===== src/rtl/abce_pkg.sv =====
// Purpose: Shared constants for the AND, bit clear and conditional branch executor.
// Assumes: Byte addresses on the register bus, 32-bit data, one aligned word per register.
// Notes: Flag bit positions follow the status byte layout used by the core.
package abce_pkg;

   // Phases of one instruction cycle, one aclk period each while running.
   typedef enum logic [1:0] {PH_Q1, PH_Q2, PH_Q3, PH_Q4} abce_phase_e;

   // Register byte offsets.
   localparam logic [7:0] REG_CTRL = 8'h00;
   localparam logic [7:0] REG_ACC = 8'h04;
   localparam logic [7:0] REG_FLAGS = 8'h08;
   localparam logic [7:0] REG_BANK = 8'h0c;
   localparam logic [7:0] REG_INDEX = 8'h10;
   localparam logic [7:0] REG_PC = 8'h14;
   localparam logic [7:0] REG_INFO = 8'h18;

   // Control bits and status flag positions.
   localparam int CTRL_RUN = 0;
   localparam int CTRL_EXT = 1;
   localparam int FLAG_C = 0;
   localparam int FLAG_Z = 2;
   localparam int FLAG_OV = 3;
   localparam int FLAG_N = 4;

   // Reset values.
   localparam logic [1:0] CTRL_RESET = 2'h0;
   localparam logic [7:0] ACC_RESET = 8'h00;
   localparam logic [4:0] FLAGS_RESET = 5'h00;
   localparam logic [3:0] BANK_RESET = 4'h0;
   localparam logic [11:0] INDEX_RESET = 12'h000;
   localparam logic [20:0] PC_RESET = 21'h000000;

   // Opcode fields.
   localparam logic [5:0] OP_AND = 6'h05;
   localparam logic [3:0] OP_BCLR = 4'h9;
   localparam logic [4:0] OP_BRANCH = 5'h1c;
   localparam logic [2:0] BR_ZERO_CLEAR = 3'h1;
   localparam logic [2:0] BR_CARRY_SET = 3'h2;
   localparam logic [2:0] BR_CARRY_CLEAR = 3'h3;
   localparam logic [2:0] BR_OVERFLOW_CLEAR = 3'h5;
   localparam logic [2:0] BR_NEGATIVE_SET = 3'h6;
   localparam logic [2:0] BR_NEGATIVE_CLEAR = 3'h7;

   // Addressing constants.
   localparam logic [7:0] INDEX_LIMIT = 8'h5f;
   localparam logic [7:0] ACCESS_SPLIT = 8'h60;
   localparam logic [3:0] ACCESS_LOW_BANK = 4'h0;
   localparam logic [3:0] ACCESS_HIGH_BANK = 4'hf;
   localparam logic [20:0] PC_STEP = 21'h000002;

   // Bus responses.
   localparam logic [1:0] RESP_OKAY = 2'h0;
   localparam logic [1:0] RESP_SLVERR = 2'h2;

endpackage : abce_pkg


===== src/rtl/abce_phase.sv =====
// Purpose: Four-phase sequencer for the instruction cycle.
// Assumes: One clock; run gates every phase step.
// Notes: adv is the one-cycle enable that moves the core to the next phase.
`timescale 1ns/1ns
module abce_phase
(
   input wire logic aclk,
   input wire logic aresetn,
   input wire logic run,
   output abce_pkg::abce_phase_e phase,
   output logic adv
);

   abce_pkg::abce_phase_e next_phase;

   // The step enable follows run directly so a halt freezes the phase.
   assign adv = run;

   // Next phase wraps from the fourth phase back to the first.
   always_comb
   begin
      unique case (phase)
         abce_pkg::PH_Q1: next_phase = abce_pkg::PH_Q2;
         abce_pkg::PH_Q2: next_phase = abce_pkg::PH_Q3;
         abce_pkg::PH_Q3: next_phase = abce_pkg::PH_Q4;
         abce_pkg::PH_Q4: next_phase = abce_pkg::PH_Q1;
      endcase
   end

   // Phase register.
   always_ff @(posedge aclk)
   begin
      if (!aresetn)
         phase <= abce_pkg::PH_Q1;
      else if (adv)
         phase <= next_phase;
   end

endmodule : abce_phase


===== src/rtl/abce_exec.sv =====
// Purpose: Executes AND with file, bit clear in file and six conditional relative branches.
// Assumes: Data memory reads are synchronous: data for an enable in Q2 is valid in Q3.
// Notes: Registers over AXI4-Lite; the core steps only while the run bit is set.
// How it works
// RULE1: AND opcode 0001 01da with file address; updates only negative and zero.
// RULE2: AND result goes to accumulator when d is 0, else to file.
// RULE3: Access bit 0 selects access bank; 1 uses bank select register.
// RULE4: Extended set with access bit 0 indexes addresses up to 95.
// RULE5: Opcode 1110 0010 branches when carry set; flags unchanged.
// RULE6: Opcode 1110 0110 branches when negative set; flags unchanged.
// RULE7: Opcode 1110 0011 branches when carry clear; flags unchanged.
// RULE8: Opcode 1110 0111 branches when negative clear; flags unchanged.
// RULE9: Opcode 1110 0101 branches when overflow clear; flags unchanged.
// RULE10: Opcode 1110 0001 branches when zero clear; flags unchanged.
// RULE11: Taken branch loads incremented counter plus twice the signed offset.
// RULE12: Untaken branch takes one cycle; taken adds one all-idle cycle.
// RULE13: Pattern 1001 bbba clears bit b of the file; flags unaffected.
// RULE14: AND and bit clear read in Q2, process in Q3, write Q4.
// RULE15: Untaken branch advances counter sequentially and writes nothing in Q4.
//
// The implementer's own choices: the placing of the registers and the AXI4-Lite interface to the registers.
`timescale 1ns/1ns
module abce_exec
#(
   parameter int ADDR_W = 8,
   parameter int PC_W = 21
)
(
   input wire logic aclk,
   input wire logic aresetn,
   input wire logic [ADDR_W-1:0] awaddr,
   input wire logic awvalid,
   output logic awready,
   input wire logic [31:0] wdata,
   input wire logic [3:0] wstrb,
   input wire logic wvalid,
   output logic wready,
   output logic [1:0] bresp,
   output logic bvalid,
   input wire logic bready,
   input wire logic [ADDR_W-1:0] araddr,
   input wire logic arvalid,
   output logic arready,
   output logic [31:0] rdata,
   output logic [1:0] rresp,
   output logic rvalid,
   input wire logic rready,
   input wire logic [15:0] instr_word,
   input wire logic instr_valid,
   output logic instr_ready,
   output logic [PC_W-1:0] pc,
   output logic [11:0] dmem_addr,
   output logic dmem_rd_en,
   input wire logic [7:0] dmem_rdata,
   output logic dmem_wr_en,
   output logic [7:0] dmem_wdata
);

   abce_pkg::abce_phase_e phase;
   logic adv;
   logic [1:0] ctrl;
   logic [7:0] acc;
   logic [4:0] flags;
   logic [3:0] bank_select_register;
   logic [11:0] index_base;
   logic [15:0] ir;
   logic ir_valid;
   logic nop_cycle;
   logic [7:0] res;
   logic aw_held;
   logic w_held;
   logic [ADDR_W-1:0] aw_addr_q;
   logic [31:0] wdata_q;
   logic [3:0] wstrb_q;

   // Merges a bus write into an old register value under the byte strobes.
   function automatic logic [31:0] abce_merge(input logic [31:0] old_v, input logic [31:0] new_v,
                                              input logic [3:0] strb);
      logic [31:0] v;
      v = old_v;
      for (int i = 0; i < 4; i++)
         if (strb[i])
            v[8*i +: 8] = new_v[8*i +: 8];
      return v;
   endfunction : abce_merge

   abce_phase u_phase
   (
      .aclk(aclk),
      .aresetn(aresetn),
      .run(ctrl[abce_pkg::CTRL_RUN]),
      .phase(phase),
      .adv(adv)
   );

   // Phase strobes and instruction field decode.
   wire q1_end = adv && phase == abce_pkg::PH_Q1;
   wire q3_end = adv && phase == abce_pkg::PH_Q3;
   wire q4_end = adv && phase == abce_pkg::PH_Q4;
   wire take = q4_end && instr_ready && instr_valid;
   wire is_and = ir[15:10] == abce_pkg::OP_AND;
   wire is_bclr = ir[15:12] == abce_pkg::OP_BCLR;
   wire is_br = ir[15:11] == abce_pkg::OP_BRANCH;
   wire dest_file = ir[9];
   wire acc_bit = ir[8];
   wire [7:0] f_addr = ir[7:0];
   wire [2:0] bit_pos = ir[11:9];
   wire [7:0] bit_mask = 8'h01 << bit_pos;
   wire uses_file = is_and || is_bclr;
   wire writes_file = (is_and && dest_file) || is_bclr;

   // Branch condition evaluation; other condition codes are not handled here.
   wire flag_c = flags[abce_pkg::FLAG_C];
   wire flag_z = flags[abce_pkg::FLAG_Z];
   wire flag_ov = flags[abce_pkg::FLAG_OV];
   wire flag_n = flags[abce_pkg::FLAG_N];
   wire cond_ok = (ir[10:8] == abce_pkg::BR_CARRY_SET && flag_c)      // RULE5
      || (ir[10:8] == abce_pkg::BR_NEGATIVE_SET && flag_n)            // RULE6
      || (ir[10:8] == abce_pkg::BR_CARRY_CLEAR && !flag_c)            // RULE7
      || (ir[10:8] == abce_pkg::BR_NEGATIVE_CLEAR && !flag_n)         // RULE8
      || (ir[10:8] == abce_pkg::BR_OVERFLOW_CLEAR && !flag_ov)        // RULE9
      || (ir[10:8] == abce_pkg::BR_ZERO_CLEAR && !flag_z);            // RULE10
   wire br_hit = ir_valid && is_br && cond_ok;
   wire [PC_W-1:0] br_disp = PC_W'({{(PC_W-9){ir[7]}}, ir[7:0], 1'b0}); // RULE11

   // File address: access bank, bank select register, or indexed literal offset.
   wire indexed = !acc_bit && ctrl[abce_pkg::CTRL_EXT] && f_addr <= abce_pkg::INDEX_LIMIT; // RULE4
   wire [11:0] idx_addr = index_base + {4'h0, f_addr};
   wire [3:0] acc_bank = (f_addr >= abce_pkg::ACCESS_SPLIT) ? abce_pkg::ACCESS_HIGH_BANK
                                                            : abce_pkg::ACCESS_LOW_BANK;
   wire [11:0] file_addr = indexed ? idx_addr
                         : acc_bit ? {bank_select_register, f_addr}      // RULE3
                         : {acc_bank, f_addr};                         // RULE3
   wire [7:0] next_res = is_and ? (acc & dmem_rdata) : (dmem_rdata & ~bit_mask); // RULE1 RULE13

   // Bus decode and handshakes.
   wire aw_acc = awvalid && awready;
   wire w_acc = wvalid && wready;
   wire ar_acc = arvalid && arready;
   wire do_write = aw_held && w_held && !bvalid;
   wire next_aw_held = (aw_held || aw_acc) && !do_write;
   wire next_w_held = (w_held || w_acc) && !do_write;
   wire next_bvalid = do_write || (bvalid && !bready);
   wire next_rvalid = ar_acc || (rvalid && !rready);
   wire [7:0] wr_off = 8'({aw_addr_q[ADDR_W-1:2], 2'b00});
   wire [7:0] rd_off = 8'({araddr[ADDR_W-1:2], 2'b00});
   wire wr_ctrl = do_write && wr_off == abce_pkg::REG_CTRL;
   wire wr_acc = do_write && wr_off == abce_pkg::REG_ACC;
   wire wr_flags = do_write && wr_off == abce_pkg::REG_FLAGS;
   wire wr_bank = do_write && wr_off == abce_pkg::REG_BANK;
   wire wr_index = do_write && wr_off == abce_pkg::REG_INDEX;
   wire wr_pc = do_write && wr_off == abce_pkg::REG_PC;
   wire wr_known = wr_off == abce_pkg::REG_CTRL || wr_off == abce_pkg::REG_ACC
      || wr_off == abce_pkg::REG_FLAGS || wr_off == abce_pkg::REG_BANK
      || wr_off == abce_pkg::REG_INDEX || wr_off == abce_pkg::REG_PC;
   wire [31:0] wr_merged = abce_merge(32'h00000000, wdata_q, wstrb_q);
   wire [31:0] index_merged = abce_merge({20'h0, index_base}, wdata_q, wstrb_q);
   wire wr_known_rd = rd_off == abce_pkg::REG_CTRL || rd_off == abce_pkg::REG_ACC
      || rd_off == abce_pkg::REG_FLAGS || rd_off == abce_pkg::REG_BANK
      || rd_off == abce_pkg::REG_INDEX || rd_off == abce_pkg::REG_PC;
   wire rd_known = wr_known_rd || rd_off == abce_pkg::REG_INFO;
   wire [31:0] rd_word =
        rd_off == abce_pkg::REG_CTRL ? {30'h0, ctrl}
      : rd_off == abce_pkg::REG_ACC ? {24'h0, acc}
      : rd_off == abce_pkg::REG_FLAGS ? {27'h0, flags}
      : rd_off == abce_pkg::REG_BANK ? {28'h0, bank_select_register}
      : rd_off == abce_pkg::REG_INDEX ? {20'h0, index_base}
      : rd_off == abce_pkg::REG_PC ? 32'(pc)
      : rd_off == abce_pkg::REG_INFO ? {12'h0, ir_valid, nop_cycle, phase, ir}
      : 32'h00000000;

   // Write channel capture and response.
   always_ff @(posedge aclk)
   begin
      if (!aresetn)
      begin
         aw_held <= 1'b0;
         w_held <= 1'b0;
         awready <= 1'b0;
         wready <= 1'b0;
         bvalid <= 1'b0;
         bresp <= abce_pkg::RESP_OKAY;
         aw_addr_q <= '0;
         wdata_q <= 32'h00000000;
         wstrb_q <= 4'h0;
      end
      else
      begin
         aw_held <= next_aw_held;
         w_held <= next_w_held;
         awready <= !next_aw_held && !next_bvalid;
         wready <= !next_w_held && !next_bvalid;
         bvalid <= next_bvalid;
         if (aw_acc)
            aw_addr_q <= awaddr;
         if (w_acc)
         begin
            wdata_q <= wdata;
            wstrb_q <= wstrb;
         end
         if (do_write)
            bresp <= wr_known ? abce_pkg::RESP_OKAY : abce_pkg::RESP_SLVERR;
      end
   end

   // Read channel: one read outstanding, unmapped offsets read zero with an error.
   always_ff @(posedge aclk)
   begin
      if (!aresetn)
      begin
         arready <= 1'b0;
         rvalid <= 1'b0;
         rdata <= 32'h00000000;
         rresp <= abce_pkg::RESP_OKAY;
      end
      else
      begin
         arready <= !next_rvalid;
         rvalid <= next_rvalid;
         if (ar_acc)
         begin
            rdata <= rd_word;
            rresp <= rd_known ? abce_pkg::RESP_OKAY : abce_pkg::RESP_SLVERR;
         end
      end
   end

   // Software-only configuration registers.
   always_ff @(posedge aclk)
   begin
      if (!aresetn)
      begin
         ctrl <= abce_pkg::CTRL_RESET;
         bank_select_register <= abce_pkg::BANK_RESET;
         index_base <= abce_pkg::INDEX_RESET;
      end
      else
      begin
         if (wr_ctrl && wstrb_q[0])
            ctrl <= wr_merged[1:0];
         if (wr_bank && wstrb_q[0])
            bank_select_register <= wr_merged[3:0];
         if (wr_index)
            index_base <= index_merged[11:0];
      end
   end

   // Accumulator and flags; the executing instruction wins over a bus write.
   always_ff @(posedge aclk)
   begin
      if (!aresetn)
      begin
         acc <= abce_pkg::ACC_RESET;
         flags <= abce_pkg::FLAGS_RESET;
      end
      else
      begin
         if (q4_end && ir_valid && is_and && !dest_file)
            acc <= res;                                   // RULE2
         else if (wr_acc && wstrb_q[0])
            acc <= wr_merged[7:0];
         if (q4_end && ir_valid && is_and)
         begin
            flags[abce_pkg::FLAG_N] <= res[7];            // RULE1
            flags[abce_pkg::FLAG_Z] <= res == 8'h00;      // RULE1
         end
         else if (wr_flags && wstrb_q[0])
            flags <= wr_merged[4:0];
      end
   end

   // Program counter: step on fetch, relative load on a taken branch.
   always_ff @(posedge aclk)
   begin
      if (!aresetn)
         pc <= PC_W'(abce_pkg::PC_RESET);
      else if (q4_end && br_hit)
         pc <= pc + br_disp;                              // RULE11
      else if (take)
         pc <= pc + PC_W'(abce_pkg::PC_STEP);             // RULE15
      else if (wr_pc)
         pc <= PC_W'(abce_merge(32'(pc), wdata_q, wstrb_q));
   end

   // Phase sequence: decode Q1, read Q2, process Q3, write Q4.
   always_ff @(posedge aclk)
   begin
      if (!aresetn)
      begin
         ir <= 16'h0000;
         ir_valid <= 1'b0;
         nop_cycle <= 1'b0;
         instr_ready <= 1'b0;
         res <= 8'h00;
         dmem_addr <= 12'h000;
         dmem_rd_en <= 1'b0;
         dmem_wr_en <= 1'b0;
         dmem_wdata <= 8'h00;
      end
      else if (adv)
      begin
         unique case (phase)
            abce_pkg::PH_Q1:
            begin
               dmem_rd_en <= ir_valid && uses_file;       // RULE14
               dmem_addr <= file_addr;
            end
            abce_pkg::PH_Q2:
               dmem_rd_en <= 1'b0;
            abce_pkg::PH_Q3:
            begin
               res <= next_res;                           // RULE14
               dmem_wr_en <= ir_valid && writes_file;     // RULE2 RULE13 RULE15
               dmem_wdata <= next_res;
               instr_ready <= !br_hit;                    // RULE12
            end
            abce_pkg::PH_Q4:
            begin
               dmem_wr_en <= 1'b0;
               instr_ready <= 1'b0;
               ir_valid <= take;
               nop_cycle <= br_hit;                       // RULE12
               if (take)
                  ir <= instr_word;
            end
         endcase
      end
   end

   a_and_flags: assert property (@(posedge aclk) disable iff (!aresetn) // RULE1
      q4_end && ir_valid && is_and |=> flag_n == $past(res[7]) && flag_z == ($past(res) == 8'h00)
      && flag_c == $past(flag_c) && flag_ov == $past(flag_ov))
      else $error("AND flag update wrong.");
   a_and_acc_dest: assert property (@(posedge aclk) disable iff (!aresetn) // RULE2
      q4_end && ir_valid && is_and && !dest_file |=> acc == $past(res) && !dmem_wr_en)
      else $error("AND result not placed in accumulator.");
   a_and_file_dest: assert property (@(posedge aclk) disable iff (!aresetn) // RULE2
      q3_end && ir_valid && is_and && dest_file |=> dmem_wr_en && dmem_addr == $past(file_addr))
      else $error("AND result not written to file.");
   a_bank_select: assert property (@(posedge aclk) disable iff (!aresetn) // RULE3
      q1_end && ir_valid && uses_file && acc_bit |=> dmem_rd_en
      && dmem_addr == {bank_select_register, $past(f_addr)})
      else $error("Banked address wrong.");
   a_indexed_mode: assert property (@(posedge aclk) disable iff (!aresetn) // RULE4
      q1_end && ir_valid && uses_file && indexed |=> dmem_addr == $past(idx_addr))
      else $error("Indexed address wrong.");
   a_branch_flags: assert property (@(posedge aclk) disable iff (!aresetn) // RULE5
      q4_end && ir_valid && is_br |=> $stable(flags))
      else $error("Branch changed a flag.");
   a_branch_target: assert property (@(posedge aclk) disable iff (!aresetn) // RULE11
      q4_end && br_hit |=> pc == $past(pc) + $past(br_disp))
      else $error("Branch target wrong.");
   a_taken_idle: assert property (@(posedge aclk) disable iff (!aresetn) // RULE12
      q4_end && br_hit |=> nop_cycle && !ir_valid && !instr_ready ##1 !dmem_rd_en && !dmem_wr_en)
      else $error("Taken branch cycle not idle.");
   a_untaken_quiet: assert property (@(posedge aclk) disable iff (!aresetn) // RULE15
      ir_valid && is_br && phase == abce_pkg::PH_Q4 |-> !dmem_wr_en)
      else $error("Branch wrote data memory.");
   a_clear_bit: assert property (@(posedge aclk) disable iff (!aresetn) // RULE13
      q3_end && ir_valid && is_bclr |=> dmem_wr_en
      && dmem_wdata == ($past(dmem_rdata) & ~(8'h01 << $past(bit_pos))))
      else $error("Bit clear data wrong.");

endmodule : abce_exec


===== config.mk =====
export PLATFORM = sky130hd
export DESIGN_NAME = abce_exec
export DESIGN_NICKNAME = d
export VERILOG_FILES = /design/src/rtl/abce_pkg.sv /design/src/rtl/abce_phase.sv /design/src/rtl/abce_exec.sv
export SDC_FILE = /design/constraint.sdc
export NUM_CORES = 1
export LEC_CHECK = 0
export BUFFER_PORTS_ARGS = -buffer_cell sky130_fd_sc_hd__buf_4
export CORE_AREA = 8 8 180 182
export CTS_BUF_LIST = sky130_fd_sc_hd__clkbuf_8
export DETAILED_ROUTE_END_ITERATION = 7
export DIE_AREA = 0 0 188 190
export PLACE_DENSITY = 0.51
export REMOVE_ABC_BUFFERS = 1
export SLEW_MARGIN = 20
export SYNTH_ARGS = -nofsm -noshare
export SYNTH_HDL_FRONTEND = slang
export SYNTH_SLANG_ARGS = --single-unit

===== constraint.sdc =====
create_clock -name aclk -period 3 [get_ports aclk]
set_input_delay 0.3 -clock aclk [delete_from_list [all_inputs] [get_ports aclk]]
set_output_delay 0.3 -clock aclk [all_outputs]
set_load 0.01 [all_outputs]

# After elaboration in Yosys (flattened, before gate mapping)
# Cells that the tools add are included.
totals:
  word_cells: 196
  output_inout_bits: 85
  regBits: 170
  input_bits: 84
classes:
  magnitude_cmp: 2
  n_mux: 29
  addsub: 3
  n_reduce_logical: 102
  shifts: 1
  n_bitwise: 4
  eq_ne: 23
ops:
  columns: ["op", "n"]
  rows:
  - ["$mux 21", 9]
  - ["$mux 8", 6]
  - ["$logic_and 1x1->1", 41]
  - ["$eq 6x3->1 const B", 6]
  - ["$eq 6x2->1 const B", 4]
  - ["$logic_not 8->1", 3]
  - ["$mux 12", 2]
  - ["$logic_or 1x1->1", 22]
  - ["$reduce_and 2->1", 11]
  - ["$add 21x2->21 const B", 1]
  - ["$add 21x21->21", 1]
  - ["$mux 20", 1]
  - ["$and 8x8->8", 2]
  - ["$logic_not 1->1", 15]
  - ["$add 12x8->12", 1]
  - ["$eq 6x1->1 const B", 2]
  - ["$reduce_bool 3->1", 4]
  - ["$mux 5", 2]
  - ["$eq 3x3->1 const B", 3]
  - ["$ge 8x7->1 const B", 1]
  - ["$le 8x7->1 const B", 1]
  - ["$not 8->8", 1]
  - ["$pmux 2 s4", 1]
  - ["$reduce_bool 2->1", 4]
  - ["other kinds (14)", 20]

# Longest topological paths before layout
logic_depth:
  word_depth: 11
  mapped_depth: 10
  ltp_nobuf: 10

# Modules after synthesis
# From an unflattened synthesis, not the netlist that was laid out.
unflattened:
  hier_cells: 1086
  area_unflattened_um2: 8481.9
by_module_without_submodules:
  columns: ["mod", "instances", "seq_area_each_um2", "cells_per_inst", "area_per_inst_um2"]
  rows:
  - ["abce_exec", 1, 3062.9, 1074, 8371.8]
  - ["abce_phase", 1, 40.0, 12, 110.1]

# Worst setup path before layout
# OpenSTA, ideal clock, no wires.
synth_timing:
  kind: "reg2reg"
  from: "register ir[1]"
  to: "register dmem_addr[7]"
  stages_incl_launch_ff: 9
  required_ns: 2.919
  path_buffers: 0
  synth_period_minus_slack_ns: 2.389
  setup_ns: 0.081
  t_arrival_ns: 2.309
  setup_slack_ns: 0.611
  path_cell_list: "dfxtp_1 > ha_1 > a21o_1 > a21o_1 > a311o_2 > a21oi_2 > nor2_1 > or4b_1 > a41oi_1"
synth_via:
  elab_chain_cells: 3
  word_cells_on_any_way: 4
  cone_classes: "add/sub (1); order compare (1); mux (1); reduce/logical (1)"
synth_rtl:
  columns: ["item", "line", "text"]
  rows:
  - ["start: declaration", "abce_exec.sv:66", "logic [15:0] ir;"]
  - ["start signal: assignment", "abce_exec.sv:324", "ir <= instr_word;"]
  - ["branches (longest 2 deep; another with $add 12x8->12)", null, null]
  - ["$mux 12 *", "abce_exec.sv:131", "wire [11:0] file_addr = indexed ? idx_addr"]
  - ["end signal: assignment", "abce_exec.sv:306", "dmem_addr <= file_addr;"]
  - ["end: declaration", "abce_exec.sv:52", "output logic [11:0] dmem_addr,"]
# Mark *: on every way between the ends.
# A chain may end at the register's enable or synchronous reset.

# Worst setup path in the final report
# Ends and elaborated chain as after synthesis.

==> metrics.cfg <==
[synthesis]
async_flop_share = 0
synth_top_cell_by_area = dfxtp_1
synthCells = 1152
synth_flop_cell = dfxtp_1
synthDistinctLibCells = 72
synth.area.top_cells = dfxtp_1 (35%), a21oi_1 (8.4%), nand2_1 (7.8%)
yosysWarnings = 0
ys_ff_latch = 155
synth_area_sq_um = 8757
synth.top_cells.by_count = nand2_1 (183), dfxtp_1 (155), a21oi_1 (147), nor2_1 (134), clkbuf_1 (52)
synth-edff-count = 0
yosysMostFrequentCell = nand2_1
synth.top_cell.area_share = 0.3543
syn_avg_cell_area_sq_um = 7.602
synth-seq-area-share = 0.3543

[clocking]
root_buffer = clkbuf_8
ctsHoldBuffers = 0
path_clk_slew_ns = 0.10
cts_resized = 0
cts_num_sinks = 155
cts_setup_buffers = 0
htree_levels = 4
cts_tree = built
clk_latency_ns = 0.46
cts_buffers = 17
clockBufferDepth = 2

[drt]
drtIter0Drc = 602
wl_um = 32420
via_per_inst = 5.239
antenna_left = 0
drc_errors = 0
wl_per_cell_um = 19.12
vias = 8886
first_pass_iters = 5

[timing]
fin_crit_ns = 2.623
drv_slew = 0
rsz0062_at_grt = no
finalSetupTns_ns = 0
fmax_mhz = 381.2
whs_ns = 0.08210
fin_skew_ns = 0.01821
hold_violations = 0
period_share = 0.8745
slew_headroom = 0.3023
setup_viol = 0
tightest_slew_ns = 1.044

[global_routing]
grt_first_pass_wirelength_um = 50050
met1_usage = 0.2458
grtUsageMet3 = 0.03845
gr-total-overflow = 0
grt_usage = 0.1767
antenna_found_initial = 0
first_global_vias = 8542
grt_max_degree = 127
grtUsageMet2 = 0.2766
top_usage_layer = met2

[die]
coreArea_sq_um = 29400
ios = 169
dieArea_sq_um = 35720
die_h_um = 190
row_count = 63
die_x_um = 188
start_util = 0.2978

[outcome]
status = complete, no violations

[power_and_ir_drop]
power_switching_w = 0.001056
internal_power_w = 0.002881
power.density_nw_per_um2 = 366.4
ir_worst_vdd_mv = 0.2318
p_leak_nw = 4.198
swShare = 0.2681
pwr-share-comb = 0.072
seq_power_share = 0.539
power_frac_clock = 0.389

[setup_path]
start_kind = flop
crit_path_max_fanout = 7
cp_cell_sequence = ha_1, a21o_1, a21o_1, a311o_2, a21oi_2, nor2_1, or4b_1, a41oi_1
worstSetupPathType = flop to flop
worstPathArrival_ns = 3.01
critPathMaxStageDelay_ns = 0.51
slowest_stage = dfxtp_1
reg2reg_setup_slack_ns = 0.38
path_delay_family = compound AO/OA/AOI/OAI gates
worstPathRequired_ns = 3.38
r2r_start = ir[1]
cp_num_buf_inv = 0
crit_top_cell = a21o_1
worstSetupEndpointType = flop
crit_start = ir[1]

[finish]
multi_input_area_sq_um = 5241
final_cells = 1696
layout-drive-gt1-share = 0.1830
finalNetCount = 1412
antennaDiodeCount = 0
syn_to_final_growth_pct = 22.70
fill_cells = 3122
post-route-util = 0.3655
seq_area_sq_um = 3103

[hold_path]
min_path_type = primary input to flop
worstHoldStart = instr_word[6]

[job]
max_cap_violations = 0

[placement]
placed_cells = 1665
place_congestion = 0.8549
io_buffers = 139
hpwl_um = 24240

## state kept, by name (all words and copies together) (netlist names), 2 cells and up
| register | cells |
|---|---|
| pc | 21 |
| rdata | 21 |
| wdata_q | 21 |
| ir | 16 |
| dmem_addr | 12 |
| index_base | 12 |
| acc | 8 |
| res | 8 |
| aw_addr_q | 6 |
| flags | 5 |
| bank_select_register | 4 |
| wstrb_q | 3 |
| ctrl | 2 |
| u_phase.phase | 2 |
## worst paths after layout
kind,to,cells past startpoint
max,dmem_addr[7],8
min,ir[6],3
max reg2reg,dmem_addr[7],8
min reg2reg,rdata[1],2
## metrics by stage
step / cell area (sq um) / worst slack, ns / total power (W)
finish: 10750 / 0.3766 / 0.003937
global route: 10750 / 0.1179 / 0.004102
CTS: 10750 / 0.3490 / 0.003984
detailed placement: 10380 / 0.3873 / 0.002454
global placement: 10380 / 0.3974 / 0.002452
floorplan: 8436 / 0.3474 / 0.002271
## worst min-delay path, stage by stage
cell and delay [ns]:
buf_4 0.11, nand2_1 0.05, a21oi_1 0.05
## per-layer routing
layer	wire length, um	part of all wire
met3	1915	0.059
met2	14600	0.45
met4	447	0.014
met5	0	0
met1	15460	0.48
## cell usage in the layout (no fill, tap or decap), types with 4 or more instances in the layout
master      instances
o2111ai_1           9
a21oi_1           147
dfxtp_1           155
and2_1             11
nand2_1           183
nand2b_1           14
nand3_1            39
nor3b_1             4
mux2i_1            31
nand4_1            13
o221a_2             5
a31oi_1             7
o211ai_1            6
o22ai_1            17
xor2_1             18
buf_4             188
o21ai_0            47
conb_1             13
and3_1             12
nor2b_1             7
a22oi_1            12
clkinvlp_4          4
clkinv_2            4
xnor2_1            16
ha_1               32
nor4_1              5
inv_1              24
clkbuf_8           18
a311oi_1           10
nor2_1            133
nor3_1             24
or3_1               8
a21boi_0            4
a211oi_1           16
## power groups by stage
stage,Sequential [W],Combinational (W),Clock [W]
final,0.00212,0.000283,0.00153
after global routing,0.00213,0.000310,0.00167
after CTS,0.00212,0.000284,0.00158
after detailed placement,0.00217,0.000283,0
after global placement,0.00217,0.000281,0
after floorplan,0.00216,0.000108,0
## cell type report
cell class,instances,area share
Sequential cell,155,0.2888
Tap cell,390,0.04541
Timing Repair Buffer,190,0.1351
Inverter,25,0.008850
Clock inverter,13,0.01106
Multi-Input combinational cell,905,0.4878
Clock buffer,18,0.02306
## cell families (layout without fill, tap and decap cells)
| group | Yosys count | in the layout | synth area share |
|---|---|---|---|
| buffers and inverters | 104 | 246 | 0.05258 |
| adder cells (fa/ha/maj) | 34 | 34 | 0.05029 |
| multiplexers | 33 | 33 | 0.03801 |
| other | 1 | 13 | 0.0004282 |
| AND/OR/NAND/NOR | 466 | 466 | 0.2369 |
| flip-flops | 155 | 155 | 0.3543 |
| XOR/XNOR | 34 | 34 | 0.03400 |
| AO/OA/AOI/OAI | 325 | 325 | 0.2335 |
Note: power is estimated with default switching activity, not from simulation.
